===== config.mk =====
export PLATFORM = sky130hd
export DESIGN_NAME = xbpa_crossbar
export DESIGN_NICKNAME = d
export VERILOG_FILES = /design/src/hdl/xbpa_pkg.sv /design/src/hdl/xbpa_crossbar.sv /design/src/hdl/xbpa_memsel.sv /design/src/hdl/xbpa_tgt_arb.sv
export SDC_FILE = /design/constraint.sdc
export NUM_CORES = 1
export LEC_CHECK = 0
export ABC_AREA = 1
export BUFFER_PORTS_ARGS = -buffer_cell sky130_fd_sc_hd__clkbuf_2
export CAP_MARGIN = 40
export CORE_AREA = 2 2 208 210
export DETAILED_ROUTE_END_ITERATION = 10
export DIE_AREA = 0 0 210 212
export HOLD_SLACK_MARGIN = 0.03
export PLACE_DENSITY = 0.61
export SLEW_MARGIN = 10
export SYNTH_ARGS = -nofsm -noshare
export SYNTH_HDL_FRONTEND = slang
export SYNTH_SLANG_ARGS = --single-unit

===== constraint.sdc =====
create_clock -name core_clk_i -period 3.48 [get_ports core_clk_i]
set_clock_uncertainty 0.15 [all_clocks]
set_input_delay 0.522 -clock core_clk_i [delete_from_list [all_inputs] [get_ports core_clk_i]]
set_output_delay 0.522 -clock core_clk_i [all_outputs]
set_load 0.02 [all_outputs]

===== src/hdl/xbpa_pkg.sv =====
package xbpa_pkg;

    localparam int NM      = 3;
    localparam int NT      = 2;
    localparam int M_CPU   = 0;
    localparam int M_HOST  = 1;
    localparam int M_ACCEL = 2;
    localparam int T_MEM   = 0;
    localparam int T_PER   = 1;

    localparam int MEM_SRCS  = 4;
    localparam int MEM_SLOTS = 3;
    localparam int SRC_SYS   = 0;
    localparam int SRC_DA    = 1;
    localparam int SRC_DB    = 2;
    localparam int SRC_FETCH = 3;

    localparam logic [3:0]  PER_REGION    = 4'h4;
    localparam int          PAGE_MSB      = 31;
    localparam int          PAGE_LSB      = 16;
    localparam int          CORE_PERIOD_NS = 8;
    localparam int          PERIPH_DIV    = 2;
    localparam int          DIV_W         = 4;

    typedef enum logic [0:0] {
        ARB_IDLE = 1'b0,
        ARB_HOLD = 1'b1
    } xbpa_arb_state_t;

    typedef struct packed {
        xbpa_arb_state_t st;
        logic [NM-1:0]   own;
        logic            start;
    } xbpa_arb_st_t;

    typedef struct packed {
        logic [MEM_SRCS-1:0] gnt;
    } xbpa_mem_st_t;

    typedef struct packed {
        logic [15:0]           page_base;
        logic                  page_en;
        logic [NM-1:0]         done;
        logic [NM-1:0]         err;
        logic [NM-1:0][31:0]   rdata;
        logic [NT-1:0]         treq;
        logic [NT-1:0]         twe;
        logic [NT-1:0][31:0]   taddr;
        logic [NT-1:0][31:0]   twdata;
        logic [NT-1:0][1:0]    tsrc;
        logic [DIV_W-1:0]      div;
        logic                  pce;
    } xbpa_top_st_t;

    localparam xbpa_arb_st_t ARB_RST = '0;
    localparam xbpa_mem_st_t MEM_RST = '0;
    localparam xbpa_top_st_t TOP_RST = '0;

endpackage


===== src/hdl/xbpa_crossbar.sv =====
`timescale 1ns/1ps
module xbpa_crossbar
    import xbpa_pkg::*;
#(
    parameter int PDIV = PERIPH_DIV
)
(
    input  wire logic                  core_clk_i,
    input  wire logic                  nrst_i,
    input  wire logic [NM-1:0]         m_req_i,
    input  wire logic [NM-1:0]         m_we_i,
    input  wire logic [NM-1:0][31:0]   m_addr_i,
    input  wire logic [NM-1:0][31:0]   m_wdata_i,
    output logic      [NM-1:0]         m_done_o,
    output logic      [NM-1:0]         m_err_o,
    output logic      [NM-1:0][31:0]   m_rdata_o,
    input  wire logic                  page_we_i,
    input  wire logic                  page_en_i,
    input  wire logic [15:0]           page_base_i,
    output logic                       page_en_o,
    output logic      [15:0]           page_base_o,
    input  wire logic                  cpu_da_req_i,
    input  wire logic                  cpu_db_req_i,
    input  wire logic                  fetch_req_i,
    output logic      [MEM_SRCS-1:0]   mem_gnt_o,
    output logic                       sys_req_o,
    output logic                       sys_we_o,
    output logic      [31:0]           sys_addr_o,
    output logic      [31:0]           sys_wdata_o,
    input  wire logic [31:0]           sys_rdata_i,
    output logic                       per_ce_o,
    output logic                       per_req_o,
    output logic                       per_we_o,
    output logic      [31:0]           per_addr_o,
    output logic      [31:0]           per_wdata_o,
    input  wire logic                  per_ack_i,
    input  wire logic [31:0]           per_rdata_i
);

    ////////////////////////////////////////////////////////////////////////////
    // Types and helpers

    xbpa_top_st_t s_q;
    xbpa_top_st_t s_d;

    logic [NM-1:0]         req_eff;
    logic [NM-1:0]         is_per;
    logic [NM-1:0]         bad;
    logic [NT-1:0][NM-1:0] tr_req;
    logic [NT-1:0][NM-1:0] own;
    logic [NT-1:0]         start;
    logic [NT-1:0]         ack;
    logic [NT-1:0]         step;
    logic [MEM_SRCS-1:0]   src_req;
    logic [MEM_SRCS-1:0]   gnt;
    logic [NT-1:0][31:0]   trdata;
    logic                  in_page;

    function automatic logic [1:0] own_idx(input logic [NM-1:0] o);
        logic [1:0] k;
        k = 2'h0;
        for (int i = 0; i < NM; i++)
        begin
            if (o[i])
                k = 2'(i);
        end
        return k;
    endfunction

    ////////////////////////////////////////////////////////////////////////////
    // Path decode

    // A master must drop its request in the cycle after its done or error pulse.
    assign req_eff = m_req_i & ~s_q.done & ~s_q.err;

    assign in_page = !s_q.page_en
        || (m_addr_i[M_HOST][PAGE_MSB:PAGE_LSB] == s_q.page_base);

    always_comb
    begin
        for (int m = 0; m < NM; m++)
        begin
            is_per[m] = (m_addr_i[m][31:28] == PER_REGION);
        end
        bad[M_CPU]   = !is_per[M_CPU];
        bad[M_HOST]  = is_per[M_HOST] || !in_page;
        bad[M_ACCEL] = 1'b0;
        for (int m = 0; m < NM; m++)
        begin
            tr_req[T_MEM][m] = req_eff[m] && !bad[m] && !is_per[m];
            tr_req[T_PER][m] = req_eff[m] && !bad[m] && is_per[m];
        end
    end

    ////////////////////////////////////////////////////////////////////////////
    // Target arbiters

    assign step[T_MEM] = 1'b1;
    assign step[T_PER] = s_q.pce;

    assign ack[T_MEM]    = s_q.treq[T_MEM] && gnt[SRC_SYS];
    assign ack[T_PER]    = s_q.treq[T_PER] && per_ack_i && s_q.pce;
    assign trdata[T_MEM] = sys_rdata_i;
    assign trdata[T_PER] = per_rdata_i;

    genvar t;
    generate
        for (t = 0; t < NT; t++)
        begin : g_tgt
            xbpa_tgt_arb u_arb (
                .core_clk_i (core_clk_i),
                .nrst_i     (nrst_i),
                .req_i      (tr_req[t]),
                .step_i     (step[t]),
                .done_i     (ack[t]),
                .own_o      (own[t]),
                .start_o    (start[t])
            );
        end
    endgenerate

    ////////////////////////////////////////////////////////////////////////////
    // Memory controller

    assign src_req[SRC_SYS]   = s_q.treq[T_MEM];
    assign src_req[SRC_DA]    = cpu_da_req_i;
    assign src_req[SRC_DB]    = cpu_db_req_i;
    assign src_req[SRC_FETCH] = fetch_req_i;

    xbpa_memsel u_mem (
        .core_clk_i (core_clk_i),
        .nrst_i     (nrst_i),
        .req_i      (src_req),
        .gnt_o      (gnt)
    );

    ////////////////////////////////////////////////////////////////////////////
    // State update

    always_comb
    begin
        logic [1:0] k;
        k = 2'h0;
        s_d = s_q;
        s_d.done = '0;
        // A request that already owns a target is not refused if the page moves under it.
        s_d.err  = bad & req_eff & ~(own[T_MEM] | own[T_PER]);
        if (s_q.div >= DIV_W'(PDIV - 1))
        begin
            s_d.div = '0;
            s_d.pce = 1'b1;
        end
        else
        begin
            s_d.div = s_q.div + DIV_W'(1);
            s_d.pce = 1'b0;
        end
        if (page_we_i)
        begin
            s_d.page_base = page_base_i;
            s_d.page_en   = page_en_i;
        end
        for (int i = 0; i < NT; i++)
        begin
            if (start[i])
            begin
                k = own_idx(own[i]);
                s_d.treq[i]   = 1'b1;
                s_d.twe[i]    = m_we_i[k];
                s_d.taddr[i]  = m_addr_i[k];
                s_d.twdata[i] = m_wdata_i[k];
                s_d.tsrc[i]   = k;
            end
            if (ack[i])
            begin
                s_d.treq[i]             = 1'b0;
                s_d.done[s_q.tsrc[i]]   = 1'b1;
                s_d.rdata[s_q.tsrc[i]]  = trdata[i];
            end
        end
    end

    always_ff @(posedge core_clk_i)
    begin
        if (!nrst_i)
            s_q <= TOP_RST;
        else
            s_q <= s_d;
    end

    ////////////////////////////////////////////////////////////////////////////
    // Outputs

    assign m_done_o    = s_q.done;
    assign m_err_o     = s_q.err;
    assign m_rdata_o   = s_q.rdata;
    assign page_en_o   = s_q.page_en;
    assign page_base_o = s_q.page_base;
    assign mem_gnt_o   = gnt;
    assign sys_req_o   = s_q.treq[T_MEM];
    assign sys_we_o    = s_q.twe[T_MEM];
    assign sys_addr_o  = s_q.taddr[T_MEM];
    assign sys_wdata_o = s_q.twdata[T_MEM];
    assign per_ce_o    = s_q.pce;
    assign per_req_o   = s_q.treq[T_PER];
    assign per_we_o    = s_q.twe[T_PER];
    assign per_addr_o  = s_q.taddr[T_PER];
    assign per_wdata_o = s_q.twdata[T_PER];

    ////////////////////////////////////////////////////////////////////////////
    // Checks

    AST_NO_HOST_PER: assert property (@(posedge core_clk_i) disable iff (!nrst_i)
        s_q.treq[T_PER] |-> s_q.tsrc[T_PER] != 2'(M_HOST))
        else $error("Host port reached a peripheral.");

    AST_SYS_SRC: assert property (@(posedge core_clk_i) disable iff (!nrst_i)
        s_q.treq[T_MEM] |-> s_q.tsrc[T_MEM] inside {2'(M_HOST), 2'(M_ACCEL)})
        else $error("System memory port carried a CPU access.");

    AST_PAGE: assert property (@(posedge core_clk_i) disable iff (!nrst_i)
        ($rose(s_q.treq[T_MEM]) && s_q.tsrc[T_MEM] == 2'(M_HOST) && $past(s_q.page_en, 2))
        |-> s_q.taddr[T_MEM][PAGE_MSB:PAGE_LSB] == $past(s_q.page_base, 2))
        else $error("Host access outside its page reached memory.");

    AST_PAGE_CPU: assert property (@(posedge core_clk_i) disable iff (!nrst_i)
        ($changed(s_q.page_base) || $changed(s_q.page_en))
        |-> ($past(page_we_i) || !$past(nrst_i)))
        else $error("Host page changed without a CPU write.");

    AST_PER_CE: assert property (@(posedge core_clk_i) disable iff (!nrst_i)
        ($fell(s_q.treq[T_PER]) && $past(nrst_i)) |-> $past(s_q.pce))
        else $error("Peripheral transfer ended off the peripheral enable.");

    AST_PARALLEL: assert property (@(posedge core_clk_i) disable iff (!nrst_i)
        (ack[T_MEM] && ack[T_PER]) |=> $countones(s_q.done) == 2)
        else $error("Parallel transfers did not both complete.");

    ////////////////////////////////////////////////////////////////////////////
    // Checks on refusals

    AST_HOST_PER_ERR: assert property (@(posedge core_clk_i) disable iff (!nrst_i)
        (req_eff[M_HOST] && is_per[M_HOST]) |=> s_q.err[M_HOST])
        else $error("Host port request to a peripheral was not refused.");

    AST_CPU_MEM_ERR: assert property (@(posedge core_clk_i) disable iff (!nrst_i)
        (req_eff[M_CPU] && !is_per[M_CPU]) |=> s_q.err[M_CPU])
        else $error("CPU request to memory was not refused.");

    AST_PAGE_ERR: assert property (@(posedge core_clk_i) disable iff (!nrst_i)
        (req_eff[M_HOST] && !in_page && !own[T_MEM][M_HOST]) |=> s_q.err[M_HOST])
        else $error("Host request outside its page was not refused.");

    AST_ERR_PULSE: assert property (@(posedge core_clk_i) disable iff (!nrst_i)
        (s_q.err & s_d.err) == '0)
        else $error("Refusal pulse lasted more than one cycle.");

    AST_DONE_ERR: assert property (@(posedge core_clk_i) disable iff (!nrst_i)
        (s_q.done & s_q.err) == '0)
        else $error("Master saw completion and refusal together.");

    ////////////////////////////////////////////////////////////////////////////
    // Checks on transfers in flight

    AST_SYS_HOLD: assert property (@(posedge core_clk_i) disable iff (!nrst_i)
        (s_q.treq[T_MEM] && !ack[T_MEM])
        |=> (s_q.treq[T_MEM] && $stable(s_q.taddr[T_MEM])))
        else $error("Memory transfer changed before completion.");

    AST_PER_HOLD: assert property (@(posedge core_clk_i) disable iff (!nrst_i)
        (s_q.treq[T_PER] && !ack[T_PER])
        |=> (s_q.treq[T_PER] && $stable(s_q.taddr[T_PER])))
        else $error("Peripheral transfer changed before completion.");

    AST_MEM_ACK: assert property (@(posedge core_clk_i) disable iff (!nrst_i)
        ack[T_MEM] |=> !s_q.treq[T_MEM])
        else $error("System port request stayed after its grant.");

    AST_SYS_GRANT: assert property (@(posedge core_clk_i) disable iff (!nrst_i)
        $rose(s_q.treq[T_MEM]) |=> gnt[SRC_SYS])
        else $error("System port request not granted in time.");

    AST_DONE_PULSE: assert property (@(posedge core_clk_i) disable iff (!nrst_i)
        (s_q.done & s_d.done) == '0)
        else $error("Completion pulse lasted more than one cycle.");

    AST_RDATA_HOLD: assert property (@(posedge core_clk_i) disable iff (!nrst_i)
        (ack == '0) |=> $stable(s_q.rdata))
        else $error("Read data changed without a completion.");

    AST_PER_START: assert property (@(posedge core_clk_i) disable iff (!nrst_i)
        $rose(s_q.treq[T_PER]) |-> $past(s_q.pce, 2))
        else $error("Peripheral transfer started off the peripheral enable.");

    AST_PCE_GAP: assert property (@(posedge core_clk_i) disable iff (!nrst_i)
        (PDIV > 1 && s_q.pce) |=> !s_q.pce)
        else $error("Peripheral enable lasted more than one cycle.");

    AST_PARALLEL_GO: assert property (@(posedge core_clk_i) disable iff (!nrst_i)
        (start[T_MEM] && start[T_PER]) |=> s_q.treq == 2'h3)
        else $error("Parallel transfers did not both start.");

endmodule


===== src/hdl/xbpa_memsel.sv =====
`timescale 1ns/1ps
module xbpa_memsel
    import xbpa_pkg::*;
(
    input  wire logic                core_clk_i,
    input  wire logic                nrst_i,
    input  wire logic [MEM_SRCS-1:0] req_i,
    output logic      [MEM_SRCS-1:0] gnt_o
);

    xbpa_mem_st_t s_q;
    xbpa_mem_st_t s_d;

    // Lower source index wins; a source granted last cycle is not granted again.
    always_comb
    begin
        int cnt;
        cnt = 0;
        s_d = MEM_RST;
        for (int i = 0; i < MEM_SRCS; i++)
        begin
            if (req_i[i] && !s_q.gnt[i] && cnt < MEM_SLOTS)
            begin
                s_d.gnt[i] = 1'b1;
                cnt = cnt + 1;
            end
        end
    end

    always_ff @(posedge core_clk_i)
    begin
        if (!nrst_i)
            s_q <= MEM_RST;
        else
            s_q <= s_d;
    end

    assign gnt_o = s_q.gnt;

    AST_MEM_SLOTS: assert property (@(posedge core_clk_i) disable iff (!nrst_i)
        $countones(s_q.gnt) <= MEM_SLOTS)
        else $error("More than three memory grants in one cycle.");

    AST_MEM_CAUSE: assert property (@(posedge core_clk_i) disable iff (!nrst_i)
        (s_q.gnt & ~$past(req_i)) == '0)
        else $error("Memory grant without a request.");

    AST_MEM_SINGLE: assert property (@(posedge core_clk_i) disable iff (!nrst_i)
        (req_i[SRC_DA] && !s_q.gnt[SRC_DA] && $countones(req_i) <= MEM_SLOTS)
        |=> s_q.gnt[SRC_DA])
        else $error("Unconflicted CPU data access not granted in one cycle.");

endmodule


===== src/hdl/xbpa_tgt_arb.sv =====
`timescale 1ns/1ps
module xbpa_tgt_arb
    import xbpa_pkg::*;
(
    input  wire logic          core_clk_i,
    input  wire logic          nrst_i,
    input  wire logic [NM-1:0] req_i,
    input  wire logic          step_i,
    input  wire logic          done_i,
    output logic      [NM-1:0] own_o,
    output logic               start_o
);

    xbpa_arb_st_t s_q;
    xbpa_arb_st_t s_d;

    // Highest index is the highest priority.
    // accelerator ranks first
    function automatic logic [NM-1:0] pick_top(input logic [NM-1:0] r);
        logic [NM-1:0] g;
        g = '0;
        for (int i = 0; i < NM; i++)
        begin
            if (r[i])
                g = NM'(1) << i;
        end
        return g;
    endfunction

    always_comb
    begin
        s_d = s_q;
        s_d.start = 1'b0;
        case (s_q.st)
            ARB_IDLE:
            begin
                if (step_i && |req_i)
                begin
                    s_d.st = ARB_HOLD;
                    s_d.own = pick_top(req_i);
                    s_d.start = 1'b1;
                end
            end
            ARB_HOLD:
            begin
                if (done_i)
                begin
                    s_d.st = ARB_IDLE;
                    s_d.own = '0;
                end
            end
            default:
            begin
                s_d = ARB_RST;
            end
        endcase
    end

    always_ff @(posedge core_clk_i)
    begin
        if (!nrst_i)
            s_q <= ARB_RST;
        else
            s_q <= s_d;
    end

    assign own_o   = s_q.own;
    assign start_o = s_q.start;

    AST_ARB_PRIO: assert property (@(posedge core_clk_i) disable iff (!nrst_i)
        (s_q.st == ARB_IDLE && step_i && req_i[M_ACCEL]) |=> s_q.own == 3'h4)
        else $error("Accelerator lost a contested target.");

    AST_ARB_FIXED: assert property (@(posedge core_clk_i) disable iff (!nrst_i)
        (s_q.st == ARB_IDLE && step_i && req_i[M_HOST] && !req_i[M_ACCEL])
        |=> s_q.own == 3'h2)
        else $error("Host port did not beat the CPU.");

    AST_ARB_HOLD: assert property (@(posedge core_clk_i) disable iff (!nrst_i)
        (s_q.st == ARB_HOLD && !done_i) |=> (s_q.st == ARB_HOLD && $stable(s_q.own)))
        else $error("Grant changed before the transfer completed.");

endmodule


==> After elaboration in Yosys (flattened, before gate mapping) <==
Index checks and enable logic that the tools add are counted.
{ "totals": {"rom_bits": 0, "latchBits": 0, "register_bits": 274, "ram_bits": 0, "output_inout_bits": 256, "memories": 0} }
{ "classes": {"n_mux": 53, "n_lt_le_gt_ge": 10, "n_shift": 0, "n_addsub": 3, "n_bitwise": 12, "n_reduce_logical": 42, "n_eq_ne": 8, "n_div": 0, "multipliers": 0} }
{ "op_table": {"columns": ["op", "n"], "rows": [
  ["$bmux W32 S2", 4],
  ["$mux W32", 8],
  ["$bwmux W96", 2],
  ["$demux W32 S2", 2],
  ["$mux W97", 1],
  ["$mux W96", 1],
  ["$lt A32 B3 Y1 const B", 2],
  ["$add A32 B2 Y32 const B", 1],
  ["$logic_and A1 B1 Y1", 21],
  ["$eq A16 B16 Y1", 1],
  ["$pmux W4 S2", 2],
  ["$mux W1", 15],
  ["$eq A4 B3 Y1 const B", 3],
  ["$lt A2 B3 Y1 const B", 4],
  ["$mux W2", 6],
  ["$mux W3", 4],
  ["$logic_not A1 Y1", 10],
  ["$mux W5", 2],
  ["$reduce_or A2 Y1", 5],
  ["$and A3 B3 Y3", 3],
  ["$not A3 Y3", 3],
  ["$mux W4", 2],
  ["$ne A2 B1 Y1 const B", 4],
  ["$or A3 B3 Y3", 2],
  ["12 further kinds", 20]
]} }

==> Longest topological paths before layout <==
Gate-level depths: netlist of the first run.
{ "logic_depth": {"depth_word": 12, "mapped_depth": 13, "depth_no_buf": 13} }

==> Modules after synthesis <==
Synthesis of the first run repeated with hierarchy kept, for this count alone.
{ "hier_totals": {"hier_cells": 1751, "hier_area_um2": 14342.5} }
{ "modules_own_cells": {"columns": ["mod", "cells_each", "seq_area_each_um2", "n_inst", "area_per_inst_um2"], "rows": [
  ["xbpa_crossbar", 1664, 5185.0, 1, 13668.1],
  ["xbpa_tgt_arb", 29, 100.1, 2, 227.7],
  ["xbpa_memsel", 29, 80.1, 1, 219.0]
]} }

==> Worst setup path after synthesis of the first run <==
Ideal clock, no wire load.
{ "synth_timing": {"path_kind": "input to register", "start": "input cpu_db_req_i", "end": "register u_mem.s_q, in the netlist u_mem.gnt_o[3]", "arrival_time_ns": 1.468, "stages": 6, "path_slack_ns": 1.731, "cell_sequence": "inv_1 nor2_1 inv_1 fa_1 a211oi_1 a311oi_1"} }
{ "synth_via": {"elab_chain_cells": 6} }
{ "synth_lines": {"columns": ["item", "line_no", "source"], "rows": [
  ["from (decl)", "xbpa_crossbar.sv:23", "input wire logic cpu_db_req_i,"],
  ["$logic_and A1 B1 Y1 (2 in a row)", "xbpa_memsel.sv:22", "if (req_i[i] && !s_q.gnt[i] && cnt < MEM_SLOTS)"],
  ["$mux W32", "xbpa_memsel.sv:22", null],
  ["$lt A32 B3 Y1", "xbpa_memsel.sv:22", null],
  ["$logic_and A1 B1 Y1", "xbpa_memsel.sv:22", null],
  ["$mux W1", "xbpa_memsel.sv:22", null],
  ["to (signal assigned)", "xbpa_memsel.sv:33", "s_q <= MEM_RST;"],
  ["to (signal assigned)", "xbpa_memsel.sv:35", "s_q <= s_d;"],
  ["to (decl)", "xbpa_memsel.sv:11", "xbpa_mem_st_t s_q;"]
]} }
No other way between the ends.
A chain may end at the register's enable or synchronous reset.

==> Final worst setup path of the first run <==
{ "layout_timing": {"start": "register g_tgt[0].u_arb.s_q, in the netlist g_tgt[0].u_arb.own_o[2]", "end": "register s_q, in the netlist sys_wdata_o[7]"} }
{ "layout_via": {"elab_chain_cells": 4} }
{ "layout_lines": {"columns": ["item", "line_no", "source"], "rows": [
  ["from (decl)", "xbpa_tgt_arb.sv:14", "xbpa_arb_st_t s_q;"],
  ["from (signal assigned)", "xbpa_tgt_arb.sv:62", "s_q <= ARB_RST;"],
  ["from (signal assigned)", "xbpa_tgt_arb.sv:64", "s_q <= s_d;"],
  ["$mux W2", "xbpa_crossbar.sv:64", "if (o[i])"],
  ["$mux W2", "xbpa_crossbar.sv:165", "if (start[i])"],
  ["$bmux W32 S2", "xbpa_crossbar.sv:171", "s_d.twdata[i] = m_wdata_i[k];"],
  ["$mux W32 (implied by the code)", "xbpa_crossbar.sv:171", null],
  ["to (signal assigned)", "xbpa_crossbar.sv:186", "s_q <= TOP_RST;"],
  ["to (signal assigned)", "xbpa_crossbar.sv:188", "s_q <= s_d;"],
  ["to (decl)", "xbpa_crossbar.sv:43", "xbpa_top_st_t s_q;"]
]} }
No other way between the ends. The select of a mux whose other input is x is not followed.

==> flow_summary_export.csv, run 1 <==
group,metric,value,unit
logic_synthesis,synth_edf_count,0,
place,io_buffers,540,
clock_tree,clock_path_buffers,3,
critical_path,cp_max_fo,38,
timing,slew_headroom,38.4,%
logic_synthesis,synth_common_cells,"nand2_1, dfxtp_1, buf_4",
routing,drc_errors,0,
logic_synthesis,synth_area_leaders,"dfxtp_1, buf_4, nand2_1",
global_routing,track_usage,21.9,%
critical_path,start_kind,"flip-flop",
clock_tree,cts_resized,0,
critical_path,path_class,"flip-flop to flip-flop",
finish,fin_util,38.4,%
clock_tree,cts_sinks,273,
timing,fin_crit_sh,64.3,%
timing,hold_viol_final,0,
die,fp-row-count,76,
flow_run,max_cap_violations,0,
clock_tree,cts-buffers-inserted,34,
logic_synthesis,yosysMostFrequentCell,"nand2_1",
die,ios,542,
die,start_util,33.1,%
clock_tree,cts_hold_buf,0,
logic_synthesis,async_flop_share,0,%
timing,rsz0062_at_grt,"no",
timing,fin_ws,1240,ps
routing,drt-total-wl,51700,µm
logic_synthesis,syn_area_per_cell,8.10,µm²
die,core,42500,µm²
clock_tree,clk_latency,540,ps
critical_path,slowest_delay,620,ps
logic_synthesis,synth.distinct_cells,37,
logic_synthesis,yosysTopAreaCell,"dfxtp_1",
critical_path,critPathBufInv,1,
timing,slew_violations,0,
place,detailed_place_hpwl,36700,µm
finish,drive_gt1_share,32.8,%
timing,tns,0,ps
clock_tree,cts_root_buf,"clkbuf_16",
logic_synthesis,yosysWarnings,0,
clock_tree,cts_setup_buffers,0,
routing,wl_per_cell,20.4,µm
pwr,vdd_ir_drop_max,0.395,mV
global_routing,grt_overflow,0,
critical_path,slowest_stage,"dfxtp_1",
finish,nets,2253,
timing,period_minus_slack,2240,ps
critical_path,arrival,2460,ps
clock_tree,tritoncts,"done",
place,place.gp.congestion,0.884,
pwr,power_density,487,nW/µm²
run_status,outcome,"finished, final reports clean",
critical_path,required,3710,ps
die,die_y,212,µm
die,dieWidth,210,µm
timing,tightest_slew,924,ps
logic_synthesis,syn-instance-count,1735,
logic_synthesis,synth_top_cell_area_share,38.9,%
logic_synthesis,syn_area,14100,µm²
timing,fmax,0.447,GHz
global_routing,grt_max_degree,182,
die,dieArea,44500,µm²
clock_tree,cts_max_level,2,
global_routing,grt_pass1_vias,12727,
logic_synthesis,ys_ff_latch,273,
critical_path,crit_chain,"nand2_2 > buf_4 > o221ai_1 > a31oi_1",
place,place_area,15300,µm²
finish,stdcell_area,16300,µm²
routing,vias_per_cell,5.29,
finish,area_growth,16.2,%
routing,dr.pass1.iters,5,
logic_synthesis,synth_seq_area_share,38.9,%
hold_path,hold_path_class,"input port to flip-flop",
routing,drt_iter0_markers,1151,
pwr,leakage,8.02,nW
global_routing,antenna_found_initial,2,
critical_path,crit_family,"flip-flops",
logic_synthesis,synth_ff_type,"dfxtp_1",
clock_tree,path_clk_slew,60,ps
finish,instances_no_fill,2531,
routing,vias,13388,
place,pre_cts_ws,1220,ps
global_routing,grt_pass1_wl,75800,µm
routing,drtAntennaViolNets,0,
timing,setup_viol,0,
critical_path,cp-end-kind,"flip-flop",
place,dp.cells,2471,
[where the power goes]
part           leakage, nW  internal, mW  switching, mW  total, mW
Sequential            2.22          3.27          0.105       3.38
Clock                0.525          1.99           1.44       3.42
Combinational         5.28         0.405          0.738       1.14
Total                 8.02          5.67           2.28       7.95
[tightest hold or removal path, stage by stage]
cell      delay (ps)
clkbuf_2          80
nand2_1           50
a311oi_1          40
[area by class of cell]
cell class	count	area, µm²
antenna	2	5.00
clock buffer	48	995
clock inverter	10	56.3
fill	4424	26200
inverter	62	233
multi-input combinational	1025	5900
sequential	273	5470
tap	546	683
timing repair buffer	565	2980
[through the flow]
stage	power [mW]	hold slack (ps)
floorplan	4.21	246
global placement	4.57	268
detailed placement	4.59	278
CTS	8.02	30.3
global route	8.23	70.7
finish	7.95	67.1
[layout by cell type, fill, tap and decap left out, drive strengths merged, types with 2 or more instances in the layout]
cell type / count
o221ai: 124
dfxtp: 273
nor4: 2
inv: 62
nor3: 5
nand4: 3
a31oi: 124
o21ai: 119
nor2: 52
a21oi: 135
a211oi: 4
conb: 2
ha: 5
clkinv: 9
buf: 26
nand3: 8
mux2i: 96
clkbuf: 587
nor3b: 2
nand2: 338
diode: 2
[layer usage]
metal	global-route usage [%]	up-vias	wire length, µm
met2	36.9	598	24500
li1	-	6302	-
met1	26.3	6372	20800
met3	6.25	116	4300
met5	0	-	0
met4	8.80	0	2040
[worst paths after layout]
path                                                            from                     endpoint  slack [ps]  depth (start not counted)
worst max-delay path            g_tgt[0].u_arb.own_o[2]$_SDFFE_PN0P_  sys_wdata_o[7]$_SDFFE_PN0P_        1240                          4
worst min-delay path                                     fetch_req_i    u_mem.gnt_o[3]$_SDFF_PN0_          70                          3
worst max register to register  g_tgt[0].u_arb.own_o[2]$_SDFFE_PN0P_  sys_wdata_o[7]$_SDFFE_PN0P_        1240                          4
worst min register to register  g_tgt[1].u_arb.own_o[0]$_SDFFE_PN0P_        m_err_o[0]$_SDFF_PN0_         290                          1
[state kept, by name, summed over array words and instances, names as in the netlist, 2 cells and up]
name,flops
s_q,8
per_wdata_o,32
m_done_o,3
page_base_o,16
u_mem.gnt_o,4
g_tgt.u_arb.s_q,2
sys_wdata_o,32
per_addr_o,32
g_tgt.u_arb.start_o,2
m_err_o,2
sys_addr_o,32
m_rdata_o,96
g_tgt.u_arb.own_o,6
[kinds of logic (layout without fill, tap and decap cells)]
logic type / after synthesis / count (layout) / synth area share, %
adder cells (fa/ha/maj): 6 / 6 / 0.588
flip-flops: 273 / 273 / 38.9
multiplexers: 96 / 96 / 6.84
XOR/XNOR: 1 / 1 / 0.0623
AO/OA/AOI/OAI: 509 / 509 / 22.7
buffers and inverters: 438 / 685 / 19.2
other: 1 / 4 / 0.0267
AND/OR/NAND/NOR: 411 / 411 / 11.6
Power figures use the tool's default switching activity.
==> run 2: changes to the inputs <==
- PLACE_DENSITY: 0.61 -> 0.63
- clock period: 3.48 -> 1.8 ns (I/O delays scaled with it)
==> flow_summary_export.csv, run 2 (same netlist as run 1, synthesis figures left out) <==
group,metric,value,unit
routing,vias_per_cell,5.30,
timing,fmax,0.593,GHz
critical_path,r2r_cells,6,
critical_path,cp_max_fo,4,
clock_tree,cts_max_level,2,
clock_tree,clk_latency,530,ps
timing,period_minus_slack,1690,ps
routing,drt-total-wl,56800,µm
critical_path,r2r_end,"u_mem.gnt_o[3]$_SDFF_PN0_",
hold_path,hold_depth,4,
critical_path,r2r_start,"sys_req_o$_SDFFE_PP0P_",
run_status,outcome,"finished, final reports clean",
clock_tree,cts_sinks,273,
pwr,vdd_ir_drop_max,0.649,mV
global_routing,antenna_found_initial,10,
place,detailed_place_hpwl,36900,µm
timing,setup_viol,0,
flow_run,max_cap_violations,0,
hold_path,hold_path_end,"per_addr_o[28]$_SDFFE_PN0P_",
routing,drc_errors,0,
pwr,power_density,831,nW/µm²
timing,fin_crit_sh,93.7,%
finish,nets,2560,
die,start_util,33.1,%
critical_path,r2r_setup_slack,140,ps
routing,wl_per_cell,19.9,µm
critical_path,required,2060,ps
pwr,total_power,16.4,mW
die,ios,542,
clock_tree,cts-buffers-inserted,35,
routing,dr.pass1.iters,9,
place,io_buffers,540,
clock_tree,clock_path_buffers,3,
place,pre_cts_ws,49.6,ps
critical_path,path_class,"input port to flip-flop",
pwr,leakage,9.49,nW
routing,met2RoutedLength,26100,µm
critical_path,arrival,1950,ps
finish,layout_commonest_cell,"clkbuf_2",
finish,layout_common_cells,"clkbuf_2, nand2_1, dlygate4sd3_1",
place,place.gp.congestion,0.890,
die,fp-row-count,76,
global_routing,grt_max_degree,66,
global_routing,grt_pass1_wl,84900,µm
timing,slew_violations,0,
critical_path,cp-end-kind,"flip-flop",
routing,top_layer_used,"met5",
routing,dr_wl_met3,5440,µm
global_routing,track_usage,24.3,%
hold_path,hold_path_class,"input port to flip-flop",
finish,largest_reg_flops,96,
clock_tree,cts_root_buf,"clkbuf_16",
finish,drive_gt1_share,29.9,%
global_routing,grt_overflow,0,
die,core,42500,µm²
finish,area_growth,40.6,%
timing,hold_viol_final,0,
die,dieArea,44500,µm²
routing,wl_met1,22100,µm
clock_tree,path_clk_slew,60,ps
die,die_y,212,µm
routing,drt_iter0_markers,1630,
hold_path,hp-start,"m_addr_i[92]",
clock_tree,tritoncts,"done",
critical_path,start_kind,"input port",
global_routing,grt_pass1_vias,15168,
timing,fin_ws,114,ps
routing,drtAntennaViolNets,0,
routing,vias,15071,
die,dieWidth,210,µm
[run 2: per-stage QoR]
step           hold WS, ps  TNS [ps]  instances  util, %  area (µm²)
2_1_floorplan          246         0       1736        -       14100
3_3_place_gp           293         0       2493     36.8       15700
3_5_place_dp           306         0       2493     36.8       15700
4_1_cts               31.9         0       2841     46.3       19700
5_1_grt               95.3     -10.0       2843     46.5       19700
6_report              82.5         0       2846     46.5       19800
[run 2: final cells by class]
type / count / area (µm²)
antenna: 8 / 20.0
clock buffer: 47 / 982
clock inverter: 14 / 154
fill: 3887 / 22700
inverter: 62 / 233
multi-input combinational: 1025 / 5930
sequential: 273 / 5480
tap: 546 / 683
timing repair buffer: 871 / 6280
[run 2: timing repair]
action	4_1_cts	5_1_grt
resized for setup	0	33
setup buffers	0	1
setup endpoints to repair	0	12
hold buffers	287	0
endpoints found under the hold margin	254	0
[run 2: worst max-delay path by stage]
| stage | start | end | cells past startpoint |
|---|---|---|---|
| 5_1_grt | m_addr_i[52] | g_tgt[0].u_arb.own_o[1]$_SDFFE_PN0P_ | 14 |
| 3_5_place_dp | m_addr_i[95] | g_tgt[1].u_arb.own_o[2]$_SDFFE_PN0P_ | 11 |
| 6_report | m_addr_i[51] | g_tgt[0].u_arb.own_o[1]$_SDFFE_PN0P_ | 14 |
| 2_1_floorplan | sys_req_o$_SDFFE_PP0P_ | u_mem.gnt_o[3]$_SDFF_PN0_ | 6 |
| 4_1_cts | nrst_i | page_base_o[4]$_SDFFE_PN0P_ | 6 |
| 3_3_place_gp | m_addr_i[95] | g_tgt[1].u_arb.own_o[0]$_SDFFE_PN0P_ | 11 |
[run 2: per-layer routing]
metal | GRT usage (%) | vias up
met5 | 0 | -
met4 | 13.9 | 2
met3 | 7.84 | 211
met2 | 39.8 | 880
met1 | 27.9 | 7034
li1 | - | 6944
[run 2: power by group]
group          internal, mW  switching, mW
combinational          1.27           1.62
sequential             6.33          0.186
clock                  4.15           2.86
total                  11.8           4.67
[run 2: critical path, stage by stage]
cell and delay (ps):
dlygate4sd3_1 550, buf_4 160, nand2_1 70, nand2_1 50
nor2_1 110, nand2_1 70, nor2_1 110, nand2_1 70
nand2_2 80, nand3_2 120, nand2_2 90, nand2_2 70
nand2_2 60, a21oi_2 50
